**src/ecs_pkg.sv**
```systemverilog
package ecs_pkg;

  ////////////////////////////////////////////////////////////////////////////
  // Register port layout.
  localparam int         REG_AW     = 5;
  localparam logic [4:0] OFS_SEL0   = 5'h00;
  localparam logic [4:0] OFS_SEL1   = 5'h04;
  localparam logic [4:0] OFS_SEL2   = 5'h08;
  localparam logic [4:0] OFS_SEL3   = 5'h0C;
  localparam logic [4:0] OFS_STATUS = 5'h10;

  ////////////////////////////////////////////////////////////////////////////
  // Field positions inside select_window_control.
  localparam int BIT_PRIV_ONLY    = 15;
  localparam int BIT_READ_ONLY    = 14;
  localparam int BIT_PORT_WIDTH   = 13;
  localparam int BIT_WRITE_EXTRA  = 12;
  localparam int BIT_STROBE_STYLE = 11;
  localparam int BIT_WAIT_HI      = 10;
  localparam int BIT_WAIT_LO      = 8;
  localparam int BIT_INT_ACK      = 1;
  localparam int BIT_SEL_EN       = 0;

  localparam logic [15:0] CTRL_RESET = 16'h3F02;
  localparam logic [15:0] CTRL_WMASK = 16'hFF03;

  ////////////////////////////////////////////////////////////////////////////
  // Address decoding and cycle constants.
  localparam int         ADDR_EXT_BIT  = 31;
  localparam int         WIN_HI        = 24;
  localparam int         WIN_LO        = 23;
  localparam int         HALF_ADDR_BIT = 1;
  localparam logic [1:0] SZ_WORD       = 2'h2;
  localparam int         CNT_W         = 4;
  localparam logic [3:0] CNT_ONE       = 4'h1;
  localparam logic [3:0] STROBE_IDLE   = 4'hF;

  typedef enum logic {ECS_IDLE, ECS_ACCESS} ecs_phase_t;

  function automatic logic [1:0] ecs_window(input logic [31:0] a);
    return a[WIN_HI:WIN_LO];
  endfunction

endpackage

```
**src/ecs_top.sv**
```systemverilog
// Behaviour
// - read-only window ignores writes
// - port width bit; narrow port on D31..16
// - word to narrow port runs two cycles
// - extra write wait adds one, writes only
// - strobe style: reads and writes, or writes
// - strobe style only while select active
// - one clock per wait state
// - wait field gives zero to seven, plus one
// - no internal ack: external ack ends cycle
// - external ack or error ends cycle early
// - disabled select holds output high
// - internal termination needs enable and ack
// - no match, no select, no termination
// - one active select governs the access
// - waits matter only with internal ack
// - address bit 31 marks external access
// - decode A31 and A24..23 only
// - selects 0..3 by A24..23 externally
// - no interrupt request ever
// - emulation moves select 1 to internal block
// - privileged-only window ignores user accesses
//
// Strobed register access and the register offsets were chosen for this implementation.
module ecs_top (
  input  wire logic        CLOCK,
  input  wire logic        RESET_N,
  input  wire logic [4:0]  REG_ADDR,
  input  wire logic [15:0] REG_WDATA,
  input  wire logic        REG_WR,
  input  wire logic        REG_RD,
  output logic      [15:0] REG_RDATA,
  input  wire logic        STRAP_BOOT_EN,
  input  wire logic        STRAP_BOOT_WIDE,
  input  wire logic        INTERNAL_MEM_EMULATION,
  input  wire logic        BUS_START,
  input  wire logic [31:0] BUS_ADDR,
  input  wire logic        BUS_RNW,
  input  wire logic [1:0]  BUS_SIZE,
  input  wire logic [3:0]  BUS_BE,
  input  wire logic        BUS_SUPERVISOR,
  input  wire logic [31:0] BUS_WDATA,
  output logic      [31:0] BUS_RDATA,
  output logic             BUS_DONE,
  output logic             BUS_ERR,
  output logic      [3:0]  CS_N,
  output logic      [3:0]  BYTE_STROBE_N,
  output logic      [31:0] EXT_ADDR,
  output logic      [31:0] EXT_DATA_OUT,
  output logic             EXT_DATA_OE_N,
  input  wire logic [31:0] EXT_DATA_IN,
  input  wire logic        TRANSFER_ACK_N,
  input  wire logic        TRANSFER_ERROR_ACK_N
);

  typedef struct packed {
    ecs_pkg::ecs_phase_t       state;
    logic [3:0][15:0]          ctrl;
    logic                      boot_seen;
    logic [1:0]                sel;
    logic                      narrow;
    logic                      dual;
    logic                      lo;
    logic                      write;
    logic                      int_ack;
    logic                      wr_strobe;
    logic [ecs_pkg::CNT_W-1:0] waits;
    logic [3:0]                be;
    logic [31:0]               wdata;
    logic [31:0]               rdata;
    logic [3:0]                cs_n;
    logic [3:0]                bs_n;
    logic [31:0]               addr;
    logic [31:0]               dout;
    logic                      doe_n;
    logic                      done;
    logic                      err;
    logic [15:0]               rd;
  } ecs_state_t;

  ecs_state_t  r;
  ecs_state_t  n;
  logic [3:0]  hit;
  logic [1:0]  sel_i;
  logic [1:0]  bus_win;
  logic [15:0] sel_ctrl;
  logic        addr_ok;
  logic        start_ok;
  logic        restart;
  logic        timer_expired;
  logic        term_int;
  logic        term;
  logic        single_cyc;

  ////////////////////////////////////////////////////////////////////////////
  // Lane steering. A narrow port only ever sees the upper two lanes.
  function automatic logic [3:0] lane_strobes(input logic [3:0] be, input logic narrow,
                                              input logic lo, input logic show);
    logic [3:0] s;
    s = narrow ? {(lo ? be[1:0] : be[3:2]), 2'h0} : be;
    return show ? ~s : ecs_pkg::STROBE_IDLE;
  endfunction

  function automatic logic [31:0] lane_data(input logic [31:0] wd, input logic narrow, input logic lo);
    return narrow ? {(lo ? wd[15:0] : wd[31:16]), 16'h0000} : wd;
  endfunction

  function automatic logic [31:0] lane_capture(input logic [31:0] old, input logic [31:0] din,
                                               input logic narrow, input logic lo);
    logic [31:0] v;
    v = din;
    if (narrow) begin
      v = lo ? {old[31:16], din[31:16]} : {din[31:16], old[15:0]};
    end
    return v;
  endfunction

  ////////////////////////////////////////////////////////////////////////////
  // Shared termination generator; the active select only sets its limit.
  ecs_wait_timer u_timer (
    .clk     (CLOCK),
    .rst_n   (RESET_N),
    .restart (restart),
    .run     (r.state == ecs_pkg::ECS_ACCESS),
    .limit   (r.waits),
    .expired (timer_expired)
  );

  assign bus_win = ecs_pkg::ecs_window(BUS_ADDR);

  ////////////////////////////////////////////////////////////////////////////
  always_comb begin
    n        = r;
    n.done   = 1'b0;
    n.err    = 1'b0;
    n.rd     = 16'h0000;
    hit      = 4'h0;
    sel_i    = 2'h0;
    addr_ok  = 1'b0;
    restart  = 1'b0;
    term_int = 1'b0;
    term     = 1'b0;

    // The boot straps are caught on the first clock after reset release, never by the reset itself.
    if (!r.boot_seen) begin
      n.boot_seen                        = 1'b1;
      n.ctrl[0][ecs_pkg::BIT_SEL_EN]     = STRAP_BOOT_EN;
      n.ctrl[0][ecs_pkg::BIT_PORT_WIDTH] = STRAP_BOOT_WIDE;
    end

    if (REG_WR) begin
      if (REG_ADDR == ecs_pkg::OFS_SEL0) begin
        n.ctrl[0] = REG_WDATA & ecs_pkg::CTRL_WMASK;
      end else if (REG_ADDR == ecs_pkg::OFS_SEL1) begin
        n.ctrl[1] = REG_WDATA & ecs_pkg::CTRL_WMASK;
      end else if (REG_ADDR == ecs_pkg::OFS_SEL2) begin
        n.ctrl[2] = REG_WDATA & ecs_pkg::CTRL_WMASK;
      end else if (REG_ADDR == ecs_pkg::OFS_SEL3) begin
        n.ctrl[3] = REG_WDATA & ecs_pkg::CTRL_WMASK;
      end
    end

    if (REG_RD) begin
      if (REG_ADDR == ecs_pkg::OFS_SEL0) begin
        n.rd = r.ctrl[0];
      end else if (REG_ADDR == ecs_pkg::OFS_SEL1) begin
        n.rd = r.ctrl[1];
      end else if (REG_ADDR == ecs_pkg::OFS_SEL2) begin
        n.rd = r.ctrl[2];
      end else if (REG_ADDR == ecs_pkg::OFS_SEL3) begin
        n.rd = r.ctrl[3];
      end else if (REG_ADDR == ecs_pkg::OFS_STATUS) begin
        n.rd = {11'h000, r.dual, r.lo, (r.state == ecs_pkg::ECS_ACCESS), r.sel};
      end
    end

    // Only A31 and A24..23 take part; A30..25 mirror the external block.
    for (int i = 0; i < 4; i++) begin
      addr_ok = BUS_ADDR[ecs_pkg::ADDR_EXT_BIT] && (bus_win == 2'(i));
      if (i == 1 && INTERNAL_MEM_EMULATION) begin
        addr_ok = !BUS_ADDR[ecs_pkg::ADDR_EXT_BIT] && (bus_win == 2'h0);
      end
      hit[i] = addr_ok && r.ctrl[i][ecs_pkg::BIT_SEL_EN]
               && !(r.ctrl[i][ecs_pkg::BIT_READ_ONLY] && !BUS_RNW)
               && !(r.ctrl[i][ecs_pkg::BIT_PRIV_ONLY] && !BUS_SUPERVISOR);
      if (hit[i]) begin
        sel_i = 2'(i);
      end
    end
    sel_ctrl   = r.ctrl[sel_i];
    start_ok   = (r.state == ecs_pkg::ECS_IDLE) && BUS_START && (|hit);
    single_cyc = sel_ctrl[ecs_pkg::BIT_PORT_WIDTH] || (BUS_SIZE != ecs_pkg::SZ_WORD);

    case (r.state)
      ecs_pkg::ECS_IDLE: begin
        if (start_ok) begin
          n.state     = ecs_pkg::ECS_ACCESS;
          n.sel       = sel_i;
          n.narrow    = !sel_ctrl[ecs_pkg::BIT_PORT_WIDTH];
          n.dual      = !single_cyc;
          n.lo        = single_cyc ? BUS_ADDR[ecs_pkg::HALF_ADDR_BIT] : 1'b0;
          n.write     = !BUS_RNW;
          n.int_ack   = sel_ctrl[ecs_pkg::BIT_INT_ACK];
          n.wr_strobe = sel_ctrl[ecs_pkg::BIT_STROBE_STYLE];
          n.waits     = {1'b0, sel_ctrl[ecs_pkg::BIT_WAIT_HI:ecs_pkg::BIT_WAIT_LO]}
                        + {3'h0, sel_ctrl[ecs_pkg::BIT_WRITE_EXTRA] && !BUS_RNW};
          n.be        = BUS_BE;
          n.wdata     = BUS_WDATA;
          n.cs_n      = ~(4'h1 << sel_i);
          n.addr      = BUS_ADDR;
          n.bs_n      = lane_strobes(BUS_BE, n.narrow, n.lo,
                                     !BUS_RNW || !sel_ctrl[ecs_pkg::BIT_STROBE_STYLE]);
          n.dout      = lane_data(BUS_WDATA, n.narrow, n.lo);
          n.doe_n     = BUS_RNW;
          restart     = 1'b1;
        end
      end
      ecs_pkg::ECS_ACCESS: begin
        // Without internal ack the wait field is never consulted and only the far side ends the cycle.
        term_int = r.int_ack && timer_expired;
        term     = term_int || !TRANSFER_ACK_N;
        if (!TRANSFER_ERROR_ACK_N) begin
          // An error aborts the whole access, including a pending second half.
          n.err   = 1'b1;
          n.state = ecs_pkg::ECS_IDLE;
          n.cs_n  = ecs_pkg::STROBE_IDLE;
          n.bs_n  = ecs_pkg::STROBE_IDLE;
          n.doe_n = 1'b1;
        end else if (term) begin
          if (!r.write) begin
            n.rdata = lane_capture(r.rdata, EXT_DATA_IN, r.narrow, r.lo);
          end
          if (r.dual && !r.lo) begin
            // Select stays asserted across both halves; only A1, lanes and strobes move.
            n.lo                         = 1'b1;
            n.addr[ecs_pkg::HALF_ADDR_BIT] = 1'b1;
            n.bs_n                       = lane_strobes(r.be, r.narrow, 1'b1, r.write || !r.wr_strobe);
            n.dout                       = lane_data(r.wdata, r.narrow, 1'b1);
            restart                      = 1'b1;
          end else begin
            n.done  = 1'b1;
            n.state = ecs_pkg::ECS_IDLE;
            n.cs_n  = ecs_pkg::STROBE_IDLE;
            n.bs_n  = ecs_pkg::STROBE_IDLE;
            n.doe_n = 1'b1;
          end
        end
      end
      default: begin
        n.state = ecs_pkg::ECS_IDLE;
      end
    endcase
  end

  always_ff @(posedge CLOCK or negedge RESET_N) begin
    if (!RESET_N) begin
      r       <= '0;
      r.state <= ecs_pkg::ECS_IDLE;
      r.ctrl  <= {4{ecs_pkg::CTRL_RESET}};
      r.cs_n  <= ecs_pkg::STROBE_IDLE;
      r.bs_n  <= ecs_pkg::STROBE_IDLE;
      r.doe_n <= 1'b1;
    end else begin
      r <= n;
    end
  end

  ////////////////////////////////////////////////////////////////////////////
  // Every output is a register field. The block has no request line to the interrupt controller.
  assign REG_RDATA     = r.rd;
  assign BUS_RDATA     = r.rdata;
  assign BUS_DONE      = r.done;
  assign BUS_ERR       = r.err;
  assign CS_N          = r.cs_n;
  assign BYTE_STROBE_N = r.bs_n;
  assign EXT_ADDR      = r.addr;
  assign EXT_DATA_OUT  = r.dout;
  assign EXT_DATA_OE_N = r.doe_n;

  logic       act;
  logic       acks_hi;
  logic       ext_raw;
  logic [4:0] cyc_r;

  assign act     = (r.state == ecs_pkg::ECS_ACCESS);
  assign acks_hi = TRANSFER_ACK_N && TRANSFER_ERROR_ACK_N;
  assign ext_raw = BUS_ADDR[ecs_pkg::ADDR_EXT_BIT] && !(INTERNAL_MEM_EMULATION && bus_win == 2'h1);

  always_ff @(posedge CLOCK or negedge RESET_N) begin
    if (!RESET_N) begin
      cyc_r <= 5'h00;
    end else begin
      cyc_r <= (restart || !act) ? 5'h00 : 5'(cyc_r + 5'h01);
    end
  end
endmodule

```
**src/ecs_wait_timer.sv**
```systemverilog
module ecs_wait_timer (
  input  wire logic                       clk,
  input  wire logic                       rst_n,
  input  wire logic                       restart,
  input  wire logic                       run,
  input  wire logic [ecs_pkg::CNT_W-1:0]  limit,
  output logic                            expired
);

  typedef struct packed {
    logic [ecs_pkg::CNT_W-1:0] cnt;
  } ecs_timer_t;

  ecs_timer_t r;
  ecs_timer_t n;

  ////////////////////////////////////////////////////////////////////////////
  // One count per system clock; it parks at the limit until restarted.
  always_comb begin
    n = r;
    expired = run && (r.cnt == limit);
    if (restart) begin
      n.cnt = '0;
    end else if (run && !expired) begin
      n.cnt = r.cnt + ecs_pkg::CNT_ONE;
    end
  end

  always_ff @(posedge clk or negedge rst_n) begin
    if (!rst_n) begin
      r <= '0;
    end else begin
      r <= n;
    end
  end
endmodule

```
**config.mk**
```make
export PLATFORM = sky130hd
export DESIGN_NAME = ecs_top
export DESIGN_NICKNAME = d
export VERILOG_FILES = /design/src/ecs_pkg.sv /design/src/ecs_top.sv /design/src/ecs_wait_timer.sv
export SDC_FILE = /design/constraint.sdc
export NUM_CORES = 1
export LEC_CHECK = 0
export BUFFER_PORTS_ARGS = -buffer_cell sky130_fd_sc_hd__clkbuf_2
export CORE_MARGIN = 4
export CORE_UTILIZATION = 35
export DETAILED_ROUTE_END_ITERATION = 12
export REMOVE_ABC_BUFFERS = 1
export SETUP_SLACK_MARGIN = 0.3
export SYNTH_ARGS = -nofsm -noshare
export SYNTH_HDL_FRONTEND = slang
export SYNTH_SLANG_ARGS = --single-unit
```
**constraint.sdc**
```tcl
create_clock -name CLOCK -period 3.9 [get_ports CLOCK]
set_input_delay 0.78 -clock CLOCK [delete_from_list [all_inputs] [get_ports CLOCK]]
set_output_delay 0.78 -clock CLOCK [all_outputs]
set_load 0.1 [all_outputs]
```
== Word level (Yosys, flattened, before mapping) ==
Index checks and enable logic that the tools add are counted.

* Flip-flop bits (word level): 217
* Input bits: 135
* Output and inout port bits: 123

* Equal/unequal tests: 17
* Reduce and logical (&&, ||, !) cells: 68
* Muxes and demuxes: 58
* Shifts and indexed selects: 1
* Add/subtract/negate cells: 2
* $lt $le $gt $ge: 1
* Bitwise logic cells: 8

{| class="wikitable"
|+ Operator list
! kind !! count
|-
| 2-to-1 mux 32 bit || 6
|-
| 2-to-1 mux 16 bit || 6
|-
| 2-to-1 mux 73 bit || 1
|-
| one-hot mux 33 bit (2 select lines) || 1
|-
| 2-to-1 mux 44 bit || 1
|-
| 2-to-1 mux 14 bit || 3
|-
| 2-to-1 mux 34 bit || 1
|-
| binary-select mux 16 bit (select 2 bit) || 1
|-
| logical AND 1 bit || 32
|-
| 2-to-1 mux 4 bit || 8
|-
| zero test 1 bit || 18
|-
| 2-to-1 mux 1 bit || 16
|-
| 2-to-1 mux 8 bit || 2
|-
| one-hot mux 8 bit (2 select lines) || 1
|-
| AND reduction 5 bit || 3
|-
| 2-to-1 mux 2 bit || 6
|-
| NOT 4 bit || 3
|-
| equality test 5 x 4 -> 1 bit (second input constant) || 2
|-
| inequality test 2 bit (second input constant) || 5
|-
| one-hot mux 1 bit (2 select lines) || 4
|-
| AND reduction 4 bit || 2
|-
| AND reduction 2 bit || 3
|-
| AND reduction 3 bit || 2
|-
| equality test 5 x 3 -> 1 bit (second input constant) || 1
|-
| other kinds (18) || 27
|}

== Longest topological paths before layout ==
Gate-level depths: netlist (run 1).

* Depth in word-level cells: 19
* Mapped depth: 11
* Gate-level depth less buffers: 10

== Hierarchy ==
A second synthesis (run 1) with hierarchy kept.

* Cell total of the unflattened synthesis: 1043
* Area total of the unflattened synthesis: 10792.9 um^2

{| class="wikitable"
|+ Modules (own cells, without submodules)
! module !! sequential area each (um^2) !! area an instance (um^2) !! cells an instance !! instances
|-
| ecs_top || 5301.3 || 10522.6 || 1019 || 1
|-
| ecs_wait_timer || 100.1 || 270.3 || 24 || 1
|}

== Least setup slack after synthesis (run 1) ==
Ideal clock, no wire load.

* Path kind: input port to flip-flop
* Start point: input port BUS_ADDR[23]
* End point: register r[161] (netlist name)
* Library setup time: 132 ps
* Arrival time: 2739 ps
* Buffers on the path: 1
* Path slack: 1029 ps
* Stages on the path: 11
* Path through: or3b_4 > a2111oi_2 > buf_4 > nor2_1 > nand2_1 > o22ai_1 > a211oi_1 > ha_1 > ha_1 > xnor2_1 > o21ai_1

* Cells in the longest elaborated chain, start to end: 13

{| class="wikitable"
|+ Ends and longest elaborated chain
! element !! line !! source
|-
| start, declared || ecs_top.sv:37 || <nowiki>input wire logic [31:0] BUS_ADDR,</nowiki>
|-
| equality test 2 x 1 -> 1 bit / zero test 2 bit (equally long branches) || - ||
|-
| logical AND 1 bit, on equally long branches || ecs_top.sv:179, ecs_top.sv:181 ||
|-
| 2-to-1 mux 1 bit || ecs_top.sv:180 || <nowiki>if (i == 1 && INTERNAL_MEM_EMULATION) begin</nowiki>
|-
| logical AND 1 bit || ecs_top.sv:183 || <nowiki>hit[i] = addr_ok && r.ctrl[i][ecs_pkg::BIT_SEL_EN]</nowiki>
|-
| logical AND 1 bit || ecs_top.sv:184 || <nowiki>&& !(r.ctrl[i][ecs_pkg::BIT_READ_ONLY] && !BUS_RNW)</nowiki>
|-
| logical AND 1 bit || ecs_top.sv:185 || <nowiki>&& !(r.ctrl[i][ecs_pkg::BIT_PRIV_ONLY] && !BUS_SUPERVISOR);</nowiki>
|-
| 2-to-1 mux 1 bit || ecs_top.sv:186 || <nowiki>if (hit[i]) begin</nowiki>
|-
| 2-to-1 mux 2 bit (2 in series) || ecs_top.sv:186 ||
|-
| binary-select mux 16 bit (select 2 bit) || ecs_top.sv:190 || <nowiki>sel_ctrl = r.ctrl[sel_i];</nowiki>
|-
| 2-to-1 mux 14 bit (implied by the code) || ecs_top.sv:190 ||
|-
| logical AND 1 bit || ecs_top.sv:206 || <nowiki>+ {3'h0, sel_ctrl[ecs_pkg::BIT_WRITE_EXTRA] && !BUS_RNW};</nowiki>
|-
| adder 3 x 1 -> 4 bit || ecs_top.sv:206 ||
|-
| end signal, assigned || ecs_top.sv:264 || <nowiki>r <= n;</nowiki>
|-
| end, declared || ecs_top.sv:81 || <nowiki>ecs_state_t r;</nowiki>
|}

Parallel ways exist; a longest one is shown, timed or not. The select of a mux whose other input is x is not followed.
A chain may end at the register's enable or synchronous reset.

== Worst setup path after layout (run 1) ==
* Start point: register r[202] (netlist name)
* End point: register r (netlist bit EXT_DATA_OUT[18])

* Cells in the longest elaborated chain, start to end: 15

{| class="wikitable"
|+ Ends and longest elaborated chain
! element !! line !! source
|-
| logical AND 1 bit * || ecs_top.sv:184 ||
|-
| zero test 1 bit * || ecs_top.sv:184 ||
|-
| logical AND 1 bit * || ecs_top.sv:184 ||
|-
| logical AND 1 bit * || ecs_top.sv:185 ||
|-
| 2-to-1 mux 1 bit || ecs_top.sv:186 ||
|-
| 2-to-1 mux 2 bit (2 in series) || ecs_top.sv:186 ||
|-
| binary-select mux 16 bit (select 2 bit) || ecs_top.sv:190 ||
|-
| 2-to-1 mux 14 bit (implied by the code) || ecs_top.sv:190 ||
|-
| logical OR 1 bit || ecs_top.sv:192 || <nowiki>single_cyc = sel_ctrl[ecs_pkg::BIT_PORT_WIDTH] || (BUS_SIZE != ecs_pkg::SZ_WORD);</nowiki>
|-
| 2-to-1 mux 1 bit || ecs_top.sv:201 || <nowiki>n.lo = single_cyc ? BUS_ADDR[ecs_pkg::HALF_ADDR_BIT] : 1'b0;</nowiki>
|-
| 2-to-1 mux 16 bit || ecs_top.sv:105 || <nowiki>return narrow ? {(lo ? wd[15:0] : wd[31:16]), 16'h0000} : wd;</nowiki>
|-
| 2-to-1 mux 32 bit || ecs_top.sv:105 ||
|-
| 2-to-1 mux 73 bit || ecs_top.sv:196 || <nowiki>if (start_ok) begin</nowiki>
|-
| one-hot mux 33 bit (2 select lines) || ecs_top.sv:194 || <nowiki>case (r.state)</nowiki>
|}

Every way passes the cells marked *; elsewhere a longest branch is shown, timed or not. The select of a mux whose other input is x is not followed.

==> results of run 1 <==
power by group:
group | internal, uW | switching (uW)
clock network | 1850 | 990
registers | 3030 | 552
logic | 955 | 4170
total | 5840 | 5710
per-stage QoR:
stage	hold slack (ps)	setup TNS, ps
floorplan	445	-32160
global placement	457	0
detailed placement	461	0
CTS	326	0
global route	359	0
finish	313	0
worst paths after layout:
| path | startpoint | endpoint | cells past startpoint |
|---|---|---|---|
| hold / removal | RESET_N | REG_RDATA[13]$_DFF_PN0_ | 1 |
| max in group asynchronous | RESET_N | EXT_DATA_OUT[27]$_DFFE_PN0P_ | 2 |
| min in group CLOCK | BUS_ADDR[10] | EXT_ADDR[10]$_DFFE_PN0P_ | 3 |
| hold reg to reg | EXT_ADDR[21]$_DFFE_PN0P_ | EXT_ADDR[21]$_DFFE_PN0P_ | 2 |
| setup / recovery | r[202]$_DFFE_PN0P_ | EXT_DATA_OUT[18]$_DFFE_PN0P_ | 9 |
| setup reg to reg | r[202]$_DFFE_PN0P_ | EXT_DATA_OUT[18]$_DFFE_PN0P_ | 9 |
cells by family after synthesis:
logic type	after synthesis	share of synthesized area (%)
AOI/OAI and AO/OA	161	9.80
xor gates and xnor gates	8	0.647
adders and majority gates	3	0.346
buffers and inverters	185	11.1
DFF	214	49.8
muxes	98	10.8
other	2	0.0693
and+or+nand+nor	407	17.3
layout by cell type (no fill, tap or decap), types with 3 or more instances in the layout:
cell type / instances
inv_1: 4
buf_4: 22
mux4_2: 10
nor2_1: 59
a221oi_1: 8
conb_1: 4
a221oi_2: 9
clkbuf_1: 5
o211ai_1: 8
bufinv_16: 7
nor2b_1: 12
nand3_1: 11
nor3_1: 20
dfstp_2: 37
a31oi_1: 9
mux2i_1: 34
o22ai_1: 20
ha_1: 3
clkbuf_8: 6
clkbuf_16: 27
a21oi_1: 41
o21ai_1: 18
nand2b_1: 6
nand3b_1: 19
nand2_1: 242
dfrtp_1: 176
clkbuf_2: 247
xnor2_1: 7
and3_1: 13
mux2_2: 54
nand4_1: 4
o21ai_0: 33
final cells by class:
class / instances / area (um^2) / share of cell area, %
Sequential cell: 214 / 5400 / 42.7
Multi-Input combinational cell: 681 / 4260 / 33.7
Timing Repair Buffer: 272 / 1460 / 11.5
Clock buffer: 38 / 777 / 6.14
Tap cell: 396 / 495 / 3.92
Clock inverter: 11 / 244 / 1.93
Inverter: 4 / 15.0 / 0.119
layer usage:
layer	track usage (%)	part of all wire, %	wire length (um)
met5	0	0.12	34
met4	3.96	1.9	548
met3	3.38	6.2	1780
met2	26.8	47	13400
met1	22.7	45	12800
state kept, by name, summed over array words and instances (netlist names):
name / count
REG_RDATA: 13
EXT_ADDR: 32
BUS_RDATA: 32
BYTE_STROBE_N: 4
EXT_DATA_OUT: 32
u_timer.r: 4
BUS_ERR: 1
EXT_DATA_OE_N: 1
BUS_DONE: 1
CS_N: 4
act: 1
r: 89
==> impl_metrics.tcl, run 1 <==
set metrics [dict create \
    worst_setup_path_start_kind "flip-flop" \
    clock_skew_ps 26.5 \
    synth_top_flop_cell "dfrtp_1" \
    die_h_um 184 \
    drc 0 \
    drt-pass1-iter-count 4 \
    synth-edff-count 0 \
    cts_sinks 214 \
    ant_nets 0 \
    setup_violations 0 \
    end_kind "flip-flop" \
    syn_inst 1078 \
    yosysSeqAreaShare_pct 49.8 \
    synth_top_area_share_pct 40.9 \
    clk_pin_slew_worst_paths_ps 60 \
    vias 8030 \
    relSlewSlack_pct 36.7 \
    leakagePower_uw 0.00622 \
    cp.arrival_ps 3450 \
    drv_cap 0 \
    gp_congestion 0.785 \
    rows 64 \
    dp_hpwl_um 19900 \
    root_buffer "clkbuf_16" \
    cts.repair.resized 0 \
    clk_latency_ps 530 \
    power-per-cell-area_mw_per_mm2 912 \
    drt_iter0_drc 363 \
    required_ps 4280 \
    yosys-top-cells-count "nand2_1 (242), dfrtp_1 (177), buf_4 (122)" \
    synth_area_leaders "dfrtp_1 (41%), dfstp_2 (9.0%), buf_4 (8.5%)" \
    critPathTopFamily "compound AO/OA/AOI/OAI gates" \
    htree_levels 1 \
    grtUsageTotal_pct 16.5 \
    pre_cts_slack_ps 274 \
    hold_violations 0 \
    outcome "finished, final reports clean" \
    synth_warnings 0 \
    design_area_mm2 0.0127 \
    grt_pass1_vias 8059 \
    path_max_fanout 27 \
    rsz0062_at_grt "false" \
    antenna_found_initial 2 \
    hold_path.class "in -> async" \
    via_per_inst 4.97 \
    initial_core_util_pct 35.4 \
    yosysTopAreaCell "dfrtp_1" \
    power_uw 11500 \
    postCtsHoldBufs 0 \
    path_common_cell "buf_4" \
    die-area_mm2 0.0338 \
    overflow 0 \
    fin_util_pct 41.4 \
    layout-area-overhead-vs-synth_pct 16.8 \
    period_needed_ps 3070 \
    grt_pass1_wl_um 45200 \
    ys_ff_latch 214 \
    path_cells "nor2b_1, a2111oi_2, buf_4, o41a_2, a31oi_4, buf_4, nor3_1, a21oi_1, o211ai_1" \
    wl_per_cell_um 17.7 \
    synth.most_common_cell "nand2_1" \
    synth_area_mm2 0.0108 \
    cts_post_setup_buffers_inserted 0 \
    rrSetupSlack_ps 830 \
    coreArea_mm2 0.0306 \
    clock_path_buffers 3 \
    placed_area_mm2 0.0116 \
    synthDistinctLibCells 60 \
    syn_area_per_cell_um2 10.1 \
    crit_buf_inv 2 \
    n_fill_cell 2971 \
    cts-buffers-inserted 27 \
    max_freq_mhz 326 \
    io_buffers 248 \
    period_share_pct 78.7 \
    critPathSlowestCell "a31oi_4" \
    die_w_um 184 \
    drv_slew 0 \
    nNetsFinal 1338 \
    grt_max_degree 98 \
    place_inst 1567 \
    synth-async-reset-ratio_pct 100 \
    critPathKind "reg -> reg" \
    fin_ws_ps 829 \
    antenna_cells 0 \
    drive_above_1_share_pct 36.6 \
    max_stage_delay_ps 780 \
    fin_cells 1616 \
    ios 258 \
    max_slew.worst_pin.slew_ps 949 \
    irDropWorstVdd_mv 0.577 \
    cts_tree "built" \
    routed_wirelength_um 28600 \
]
(Power assumes the default switching activity.)
==> run 2: changes to the inputs <==
--- a/config.mk
+++ b/config.mk
@@ -5,6 +5,7 @@
 export SDC_FILE = /design/constraint.sdc
 export NUM_CORES = 1
 export LEC_CHECK = 0
+export ABC_AREA = 1
 export BUFFER_PORTS_ARGS = -buffer_cell sky130_fd_sc_hd__clkbuf_2
 export CORE_MARGIN = 4
 export CORE_UTILIZATION = 35
==> constraint.sdc (replaced) <==
create_clock -name CLOCK -period 3 [get_ports CLOCK]
set_input_delay 0.6 -clock CLOCK [delete_from_list [all_inputs] [get_ports CLOCK]]
set_output_delay 0.6 -clock CLOCK [all_outputs]
set_load 0.1 [all_outputs]
==> run 2 against run 1 <==
Clock skew decreased by 18 ps. Fmax increased by 26%. Routed wire length increased by 5.2%. Register-to-register slack got worse by 270 ps. Die area increased by 2.5%. First-iteration DRC count increased by 51%. Count of clock-buffer cells in the layout decreased by 3. Sequential power increased by 25%. Critical path type unchanged.
==> impl_metrics.tcl, run 2 <==
set metrics [dict create \
    cts_tree "built" \
    grt_max_degree 76 \
    layout-area-overhead-vs-synth_pct 15.7 \
    top_register "r" \
    wl_per_cell_um 15.6 \
    setup_tns_ps 0 \
    period_share_pct 81.5 \
    synth_area_leaders "dfrtp_1 (40%), nand2_1 (12%), dfstp_2 (8.7%)" \
    critPathKind "reg -> reg" \
    combPwrFrac_pct 45.7 \
    dp_hpwl_um 20800 \
    initial_core_util_pct 35.9 \
    die-area_mm2 0.0347 \
    drt_iter0_drc 548 \
    final_common_cell "nand2_1" \
    n_fill_cell 3195 \
    ios 258 \
    leakagePower_uw 0.00685 \
    irDropWorstVdd_mv 0.841 \
    final_cell_mix "nand2_1 (358), clkbuf_2 (247), dfrtp_1 (177)" \
    io_buffers 248 \
    synth_top_area_share_pct 39.8 \
    synthDistinctLibCells 44 \
    cts_sinks 214 \
    critPathLaunch "u_timer.r[2]$_DFFE_PN0P_" \
    pre_cts_slack_ps 376 \
    setup_violations 0 \
    fin_ws_ps 556 \
    clock_path_buffers 3 \
    path_depth 12 \
    root_buffer "clkbuf_16" \
    clkPwrFrac_pct 22.9 \
    cp.arrival_ps 2850 \
    rrSetupSlack_ps 560 \
    yosys-top-cells-count "nand2_1 (358), dfrtp_1 (177), inv_1 (164)" \
    max_stage_delay_ps 420 \
    crit_buf_inv 3 \
    critPathSlowestCell "dfrtp_1" \
    fin_cells 1935 \
    path_cells "xor2_1, nor2_1, nand3_1, nand2_2, nand3_1, nand2_2, buf_4, nand2_1, inv_1, nand2_1, inv_1, a21oi_1" \
    rows 64 \
    rr_endpoint "EXT_DATA_OUT[31]$_DFFE_PN0P_" \
    synth_warnings 0 \
    power-per-cell-area_mw_per_mm2 1100 \
    yosysTopAreaCell "dfrtp_1" \
    yosysSeqAreaShare_pct 48.6 \
    nNetsFinal 1656 \
    clk_latency_ps 530 \
    syn_inst 1393 \
    place_inst 1886 \
    critPathTopFamily "simple AND/OR/NAND/NOR gates" \
    required_ps 3410 \
    gp_congestion 0.844 \
    outcome "finished, final reports clean" \
    drv_slew 0 \
    design_area_mm2 0.0129 \
    grtUsageTotal_pct 16.9 \
    synth-async-reset-ratio_pct 100 \
    p_sw_uw 7220 \
    setup.worst_path.end "EXT_DATA_OUT[31]$_DFFE_PN0P_" \
    die_w_um 186 \
    synth-edff-count 0 \
    vias 9066 \
    clock_skew_ps 8.81 \
    ant_nets 0 \
    clk_pin_slew_worst_paths_ps 60 \
    placed_area_mm2 0.0120 \
    via_per_inst 4.69 \
    hold-worst-slack_ps 46.5 \
    routed_wirelength_um 30100 \
    max_freq_mhz 409 \
    grt_pass1_vias 8956 \
    hold_path.class "in -> async" \
    swShare_pct 50.8 \
    drc 0 \
    grt_pass1_wl_um 47400 \
    rsz0062_at_grt "false" \
    ys_ff_latch 214 \
    rr_startpoint "u_timer.r[2]$_DFFE_PN0P_" \
    share_seq_of_total_power_pct 31.4 \
    syn_area_per_cell_um2 7.98 \
    r2r_cells 12 \
    relSlewSlack_pct 46.9 \
    worst_setup_path_start_kind "flip-flop" \
    coreArea_mm2 0.0310 \
    htree_levels 1 \
    largest_reg_flops 89 \
    hold_violations 0 \
    internal_power_uw 6980 \
    drive_above_1_share_pct 25.3 \
    postCtsHoldBufs 0 \
    die_h_um 186 \
    max_slew.worst_pin.slew_ps 794 \
    overflow 0 \
    synth_top_flop_cell "dfrtp_1" \
    cts-buffers-inserted 26 \
    synth_area_mm2 0.0111 \
    drt-pass1-iter-count 5 \
    synth.most_common_cell "nand2_1" \
    period_needed_ps 2440 \
    drv_cap 0 \
    path_max_fanout 18 \
    end_kind "flip-flop" \
    antenna_found_initial 1 \
]
## run 2: cell count changes after synthesis, moves of 16 or more
cell | before | now
inv_1 | 4 | 164
nand2_1 | 242 | 358
o21ai_0 | 33 | 130
mux2_2 | 54 | 0
nand3_1 | 11 | 57
mux2i_1 | 34 | 0
nor2_1 | 59 | 82
o21bai_1 | 0 | 20
nand3b_1 | 19 | 3
nor3_1 | 20 | 36
## run 2: power groups by stage
stage / logic, uW / clock network (uW) / registers (uW)
after floorplan: 1350 / 0 / 8330
after global placement: 6490 / 0 / 4480
after detailed placement: 6540 / 0 / 4490
after CTS: 6550 / 3370 / 4460
after global routing: 6910 / 3490 / 4580
final: 6490 / 3260 / 4460
## run 2: logic make-up after synthesis
family                   synth area share (%)
other                                  0.0675
adder cells (fa/ha/maj)                 0.338
buffers and inverters                    16.7
flip-flops                               48.6
XOR/XNOR                                0.630
AO/OA/AOI/OAI                            12.9
AND/OR/NAND/NOR                          20.8
## run 2: worst min path at each step
stage,endpoint,slack (ps),depth (start not counted)
floorplan,BUS_DONE$_DFF_PN0_,300,0
global placement,EXT_ADDR[1]$_DFFE_PN0P_,460,2
detailed placement,EXT_DATA_OE_N$_DFFE_PN1P_,460,2
CTS,EXT_DATA_OUT[20]$_DFFE_PN0P_,70,1
global route,EXT_ADDR[17]$_DFFE_PN0P_,90,1
finish,EXT_ADDR[8]$_DFFE_PN0P_,50,1
## run 2: per-stage QoR
step | power, uW | utilization [%]
after detailed placement | 11000 | 38.6
after floorplan | 9680 | -
after CTS | 14400 | 41.5
after global routing | 15000 | 41.5
final | 14200 | 41.5
after global placement | 11000 | 38.6
## run 2: cell type report
type | instances | area, um^2 | share of cell area, %
Antenna cell | 1 | 2.50 | 0.0194
Tap cell | 396 | 495 | 3.85
Clock buffer | 35 | 756 | 5.87
Sequential cell | 214 | 5400 | 42.0
Inverter | 171 | 646 | 5.02
Multi-Input combinational cell | 827 | 3880 | 30.1
Clock inverter | 13 | 149 | 1.16
Timing Repair Buffer | 278 | 1540 | 12.0
## run 2: what timing repair did
item | in CTS | in global routing
gates resized for setup | 0 | 1
endpoints found under the hold margin | 0 | 0
buffers inserted | 0 | 0
endpoints found under the setup margin | 0 | 3
## run 2: routing by layer
metal / vias to the layer above / wire length (um) / track usage, % / part of all wire (%)
li1: 4537 / - / - / -
met1: 4207 / 13600 / 23.2 / 45
met2: 276 / 13900 / 27.9 / 46
met3: 44 / 1970 / 3.07 / 6.6
met4: 2 / 711 / 4.34 / 2.4
met5: - / 13 / 0 / 0.043
==> run 3: changes to the inputs <==
==> constraint.sdc (replaced) <==
create_clock -name CLOCK -period 2.2 [get_ports CLOCK]
set_input_delay 0.44 -clock CLOCK [delete_from_list [all_inputs] [get_ports CLOCK]]
set_output_delay 0.44 -clock CLOCK [all_outputs]
set_load 0.1 [all_outputs]
==> run 3 against run 2 <==
Sequential power increased by 37%. First-iteration DRC count up 42%. Highest routed layer unchanged. Setup slack lost 290 ps. Flip-flop and latch count did not move. Worst hold slack improved by 53 ps.
==> impl_metrics.tcl, run 3 (synthesis gave the netlist of run 2 again) <==
set metrics [dict create \
    crit_buf_inv 4 \
    nNetsFinal 1710 \
    period_share_pct 87.8 \
    die_h_um 186 \
    clk_pin_slew_worst_paths_ps 60 \
    layout-area-overhead-vs-synth_pct 24.4 \
    dp_hpwl_um 21900 \
    clock_path_buffers 3 \
    via_per_inst 4.78 \
    clkPwrFrac_pct 21.0 \
    outcome "finished, final reports clean" \
    design_area_mm2 0.0138 \
    clock_skew_ps 17.7 \
    rsz0062_at_grt "true" \
    max_slew.worst_pin.slew_ps 605 \
    placed_area_mm2 0.0123 \
    worst_setup_path_start_kind "flip-flop" \
    fin_ws_ps 269 \
    share_seq_of_total_power_pct 31.3 \
    path_cells "nand2_1, inv_1, nand2_2, nor2_4, nor2_4, buf_6, nand3_1, nand3_4, buf_6, nand3_1, nand2_1, inv_1, nor2_1, nor2_1" \
    critPathSlowestCell "dfrtp_1" \
    final_common_cell "nand2_1" \
    drv_slew 0 \
    top_register "r" \
    overflow 0 \
    end_kind "flip-flop" \
    largest_reg_flops 89 \
    wl_per_cell_um 16.1 \
    final_cell_mix "nand2_1 (350), clkbuf_2 (238), dfrtp_1 (177)" \
    grt_pass1_wl_um 49600 \
    drv_cap 0 \
    die_w_um 186 \
    grtUsageTotal_pct 17.6 \
    fin_util_pct 44.6 \
    p_sw_uw 9970 \
    pre_cts_slack_ps -238 \
    drt-pass1-iter-count 5 \
    internal_power_uw 9490 \
    relSlewSlack_pct 59.9 \
    ant_nets 0 \
    rows 64 \
    die-area_mm2 0.0347 \
    cp.arrival_ps 2350 \
    grt_pass1_vias 9365 \
    period_needed_ps 1930 \
    cts-buffers-inserted 25 \
    htree_levels 1 \
    swShare_pct 51.2 \
    coreArea_mm2 0.0310 \
    max_stage_delay_ps 390 \
    hold_path.class "in -> reg" \
    ios 258 \
    required_ps 2620 \
    critPathKind "reg -> reg" \
    grt_max_degree 54 \
    hold-worst-slack_ps 99.8 \
    max_freq_mhz 518 \
    combPwrFrac_pct 47.7 \
    drc 0 \
    setup_violations 0 \
    drt_iter0_drc 776 \
    cts_sinks 214 \
    drive_above_1_share_pct 30.3 \
    routed_wirelength_um 31900 \
    gp_congestion 0.874 \
    path_max_fanout 11 \
    initial_core_util_pct 35.9 \
    leakagePower_uw 0.00724 \
    antenna_found_initial 2 \
    root_buffer "clkbuf_16" \
    hold_violations 0 \
    vias 9495 \
    clk_latency_ps 530 \
    critPathTopFamily "simple AND/OR/NAND/NOR gates" \
    io_buffers 248 \
    cts_tree "built" \
    irDropWorstVdd_mv 0.969 \
    power-per-cell-area_mw_per_mm2 1410 \
]
## run 3: changes by cell type in the layout (fill, tap and decap cells not counted), sizes merged
cell	before	now
clkinvlp	3	0
bufbuf	0	1
bufinv	3	2
clkbuf	282	287
nand2	364	365
buf	31	79
dlygate4sd3	0	1
clkinv	9	8
## run 3: what timing repair did
item | 4_1_cts | 5_1_grt
endpoints found under the hold margin | 41 | 0
hold buffers | 1 | 0
gates resized for setup | 41 | 68
endpoints found under the setup margin | 86 | 83
cloned | 4 | 5
buffers inserted | 8 | 4
pin swaps | 7 | 14
## run 3: stage by stage
step	TNS, ps	std cells	total power, uW
2_1_floorplan	-39970	1212	13200
3_3_place_gp	-3040	1919	15100
3_5_place_dp	-2860	1919	15200
4_1_cts	0	1976	19500
5_1_grt	0	1986	20500
6_report	0	1986	19500
## run 3: layer usage
metal / track usage, % / vias to the layer above / wire length, um
li1: - / 4648 / -
met3: 3.91 / 55 / 2250
met4: 4.43 / 2 / 752
met5: 0 / - / 13
met1: 23.9 / 4481 / 14000
met2: 28.9 / 309 / 15000
## run 3: final cells by class
cell class              instances  area (um^2)
clock inverters                 8         93.8
clock buffers                  36          707
flip-flops and latches        214         5400
repair buffers                332         2310
fillers                      3134        17200
diodes                          1         2.50
inverters                     171          656
well taps                     396          495
multi-input cells             828         4170
## run 3: path summary, 6_finish.rpt
path / from / to / slack, ps / depth (start not counted)
min in group asynchronous: RESET_N / EXT_ADDR[17]$_DFFE_PN0P_ / 440 / 2
max in group asynchronous: RESET_N / REG_RDATA[2]$_DFF_PN0_ / 1070 / 3
worst max register to register: r[220]$_DFFE_PN0P_ / EXT_DATA_OUT[25]$_DFFE_PN0P_ / 270 / 14
worst max-delay path: r[220]$_DFFE_PN0P_ / EXT_DATA_OUT[25]$_DFFE_PN0P_ / 270 / 14
worst min register to register: CS_N[0]$_DFFE_PN1P_ / CS_N[0]$_DFFE_PN1P_ / 470 / 2
worst min-delay path: BUS_ADDR[15] / EXT_ADDR[15]$_DFFE_PN0P_ / 100 / 3
## run 3: power by group through the flow
stage | combinational (uW) | clock, uW | sequential [uW]
6_report | 9280 | 4090 | 6090
5_1_grt | 9840 | 4370 | 6260
4_1_cts | 9200 | 4210 | 6090
3_5_place_dp | 9050 | 0 | 6130
3_3_place_gp | 8980 | 0 | 6110
2_1_floorplan | 1840 | 0 | 11400
## run 3: worst register-to-register path: cells and delay by family, from the launching register on
family,cells,cell delay [ps]
AND/OR/NAND/NOR,10,980
buffers and inverters,4,440
flip-flops,1,390
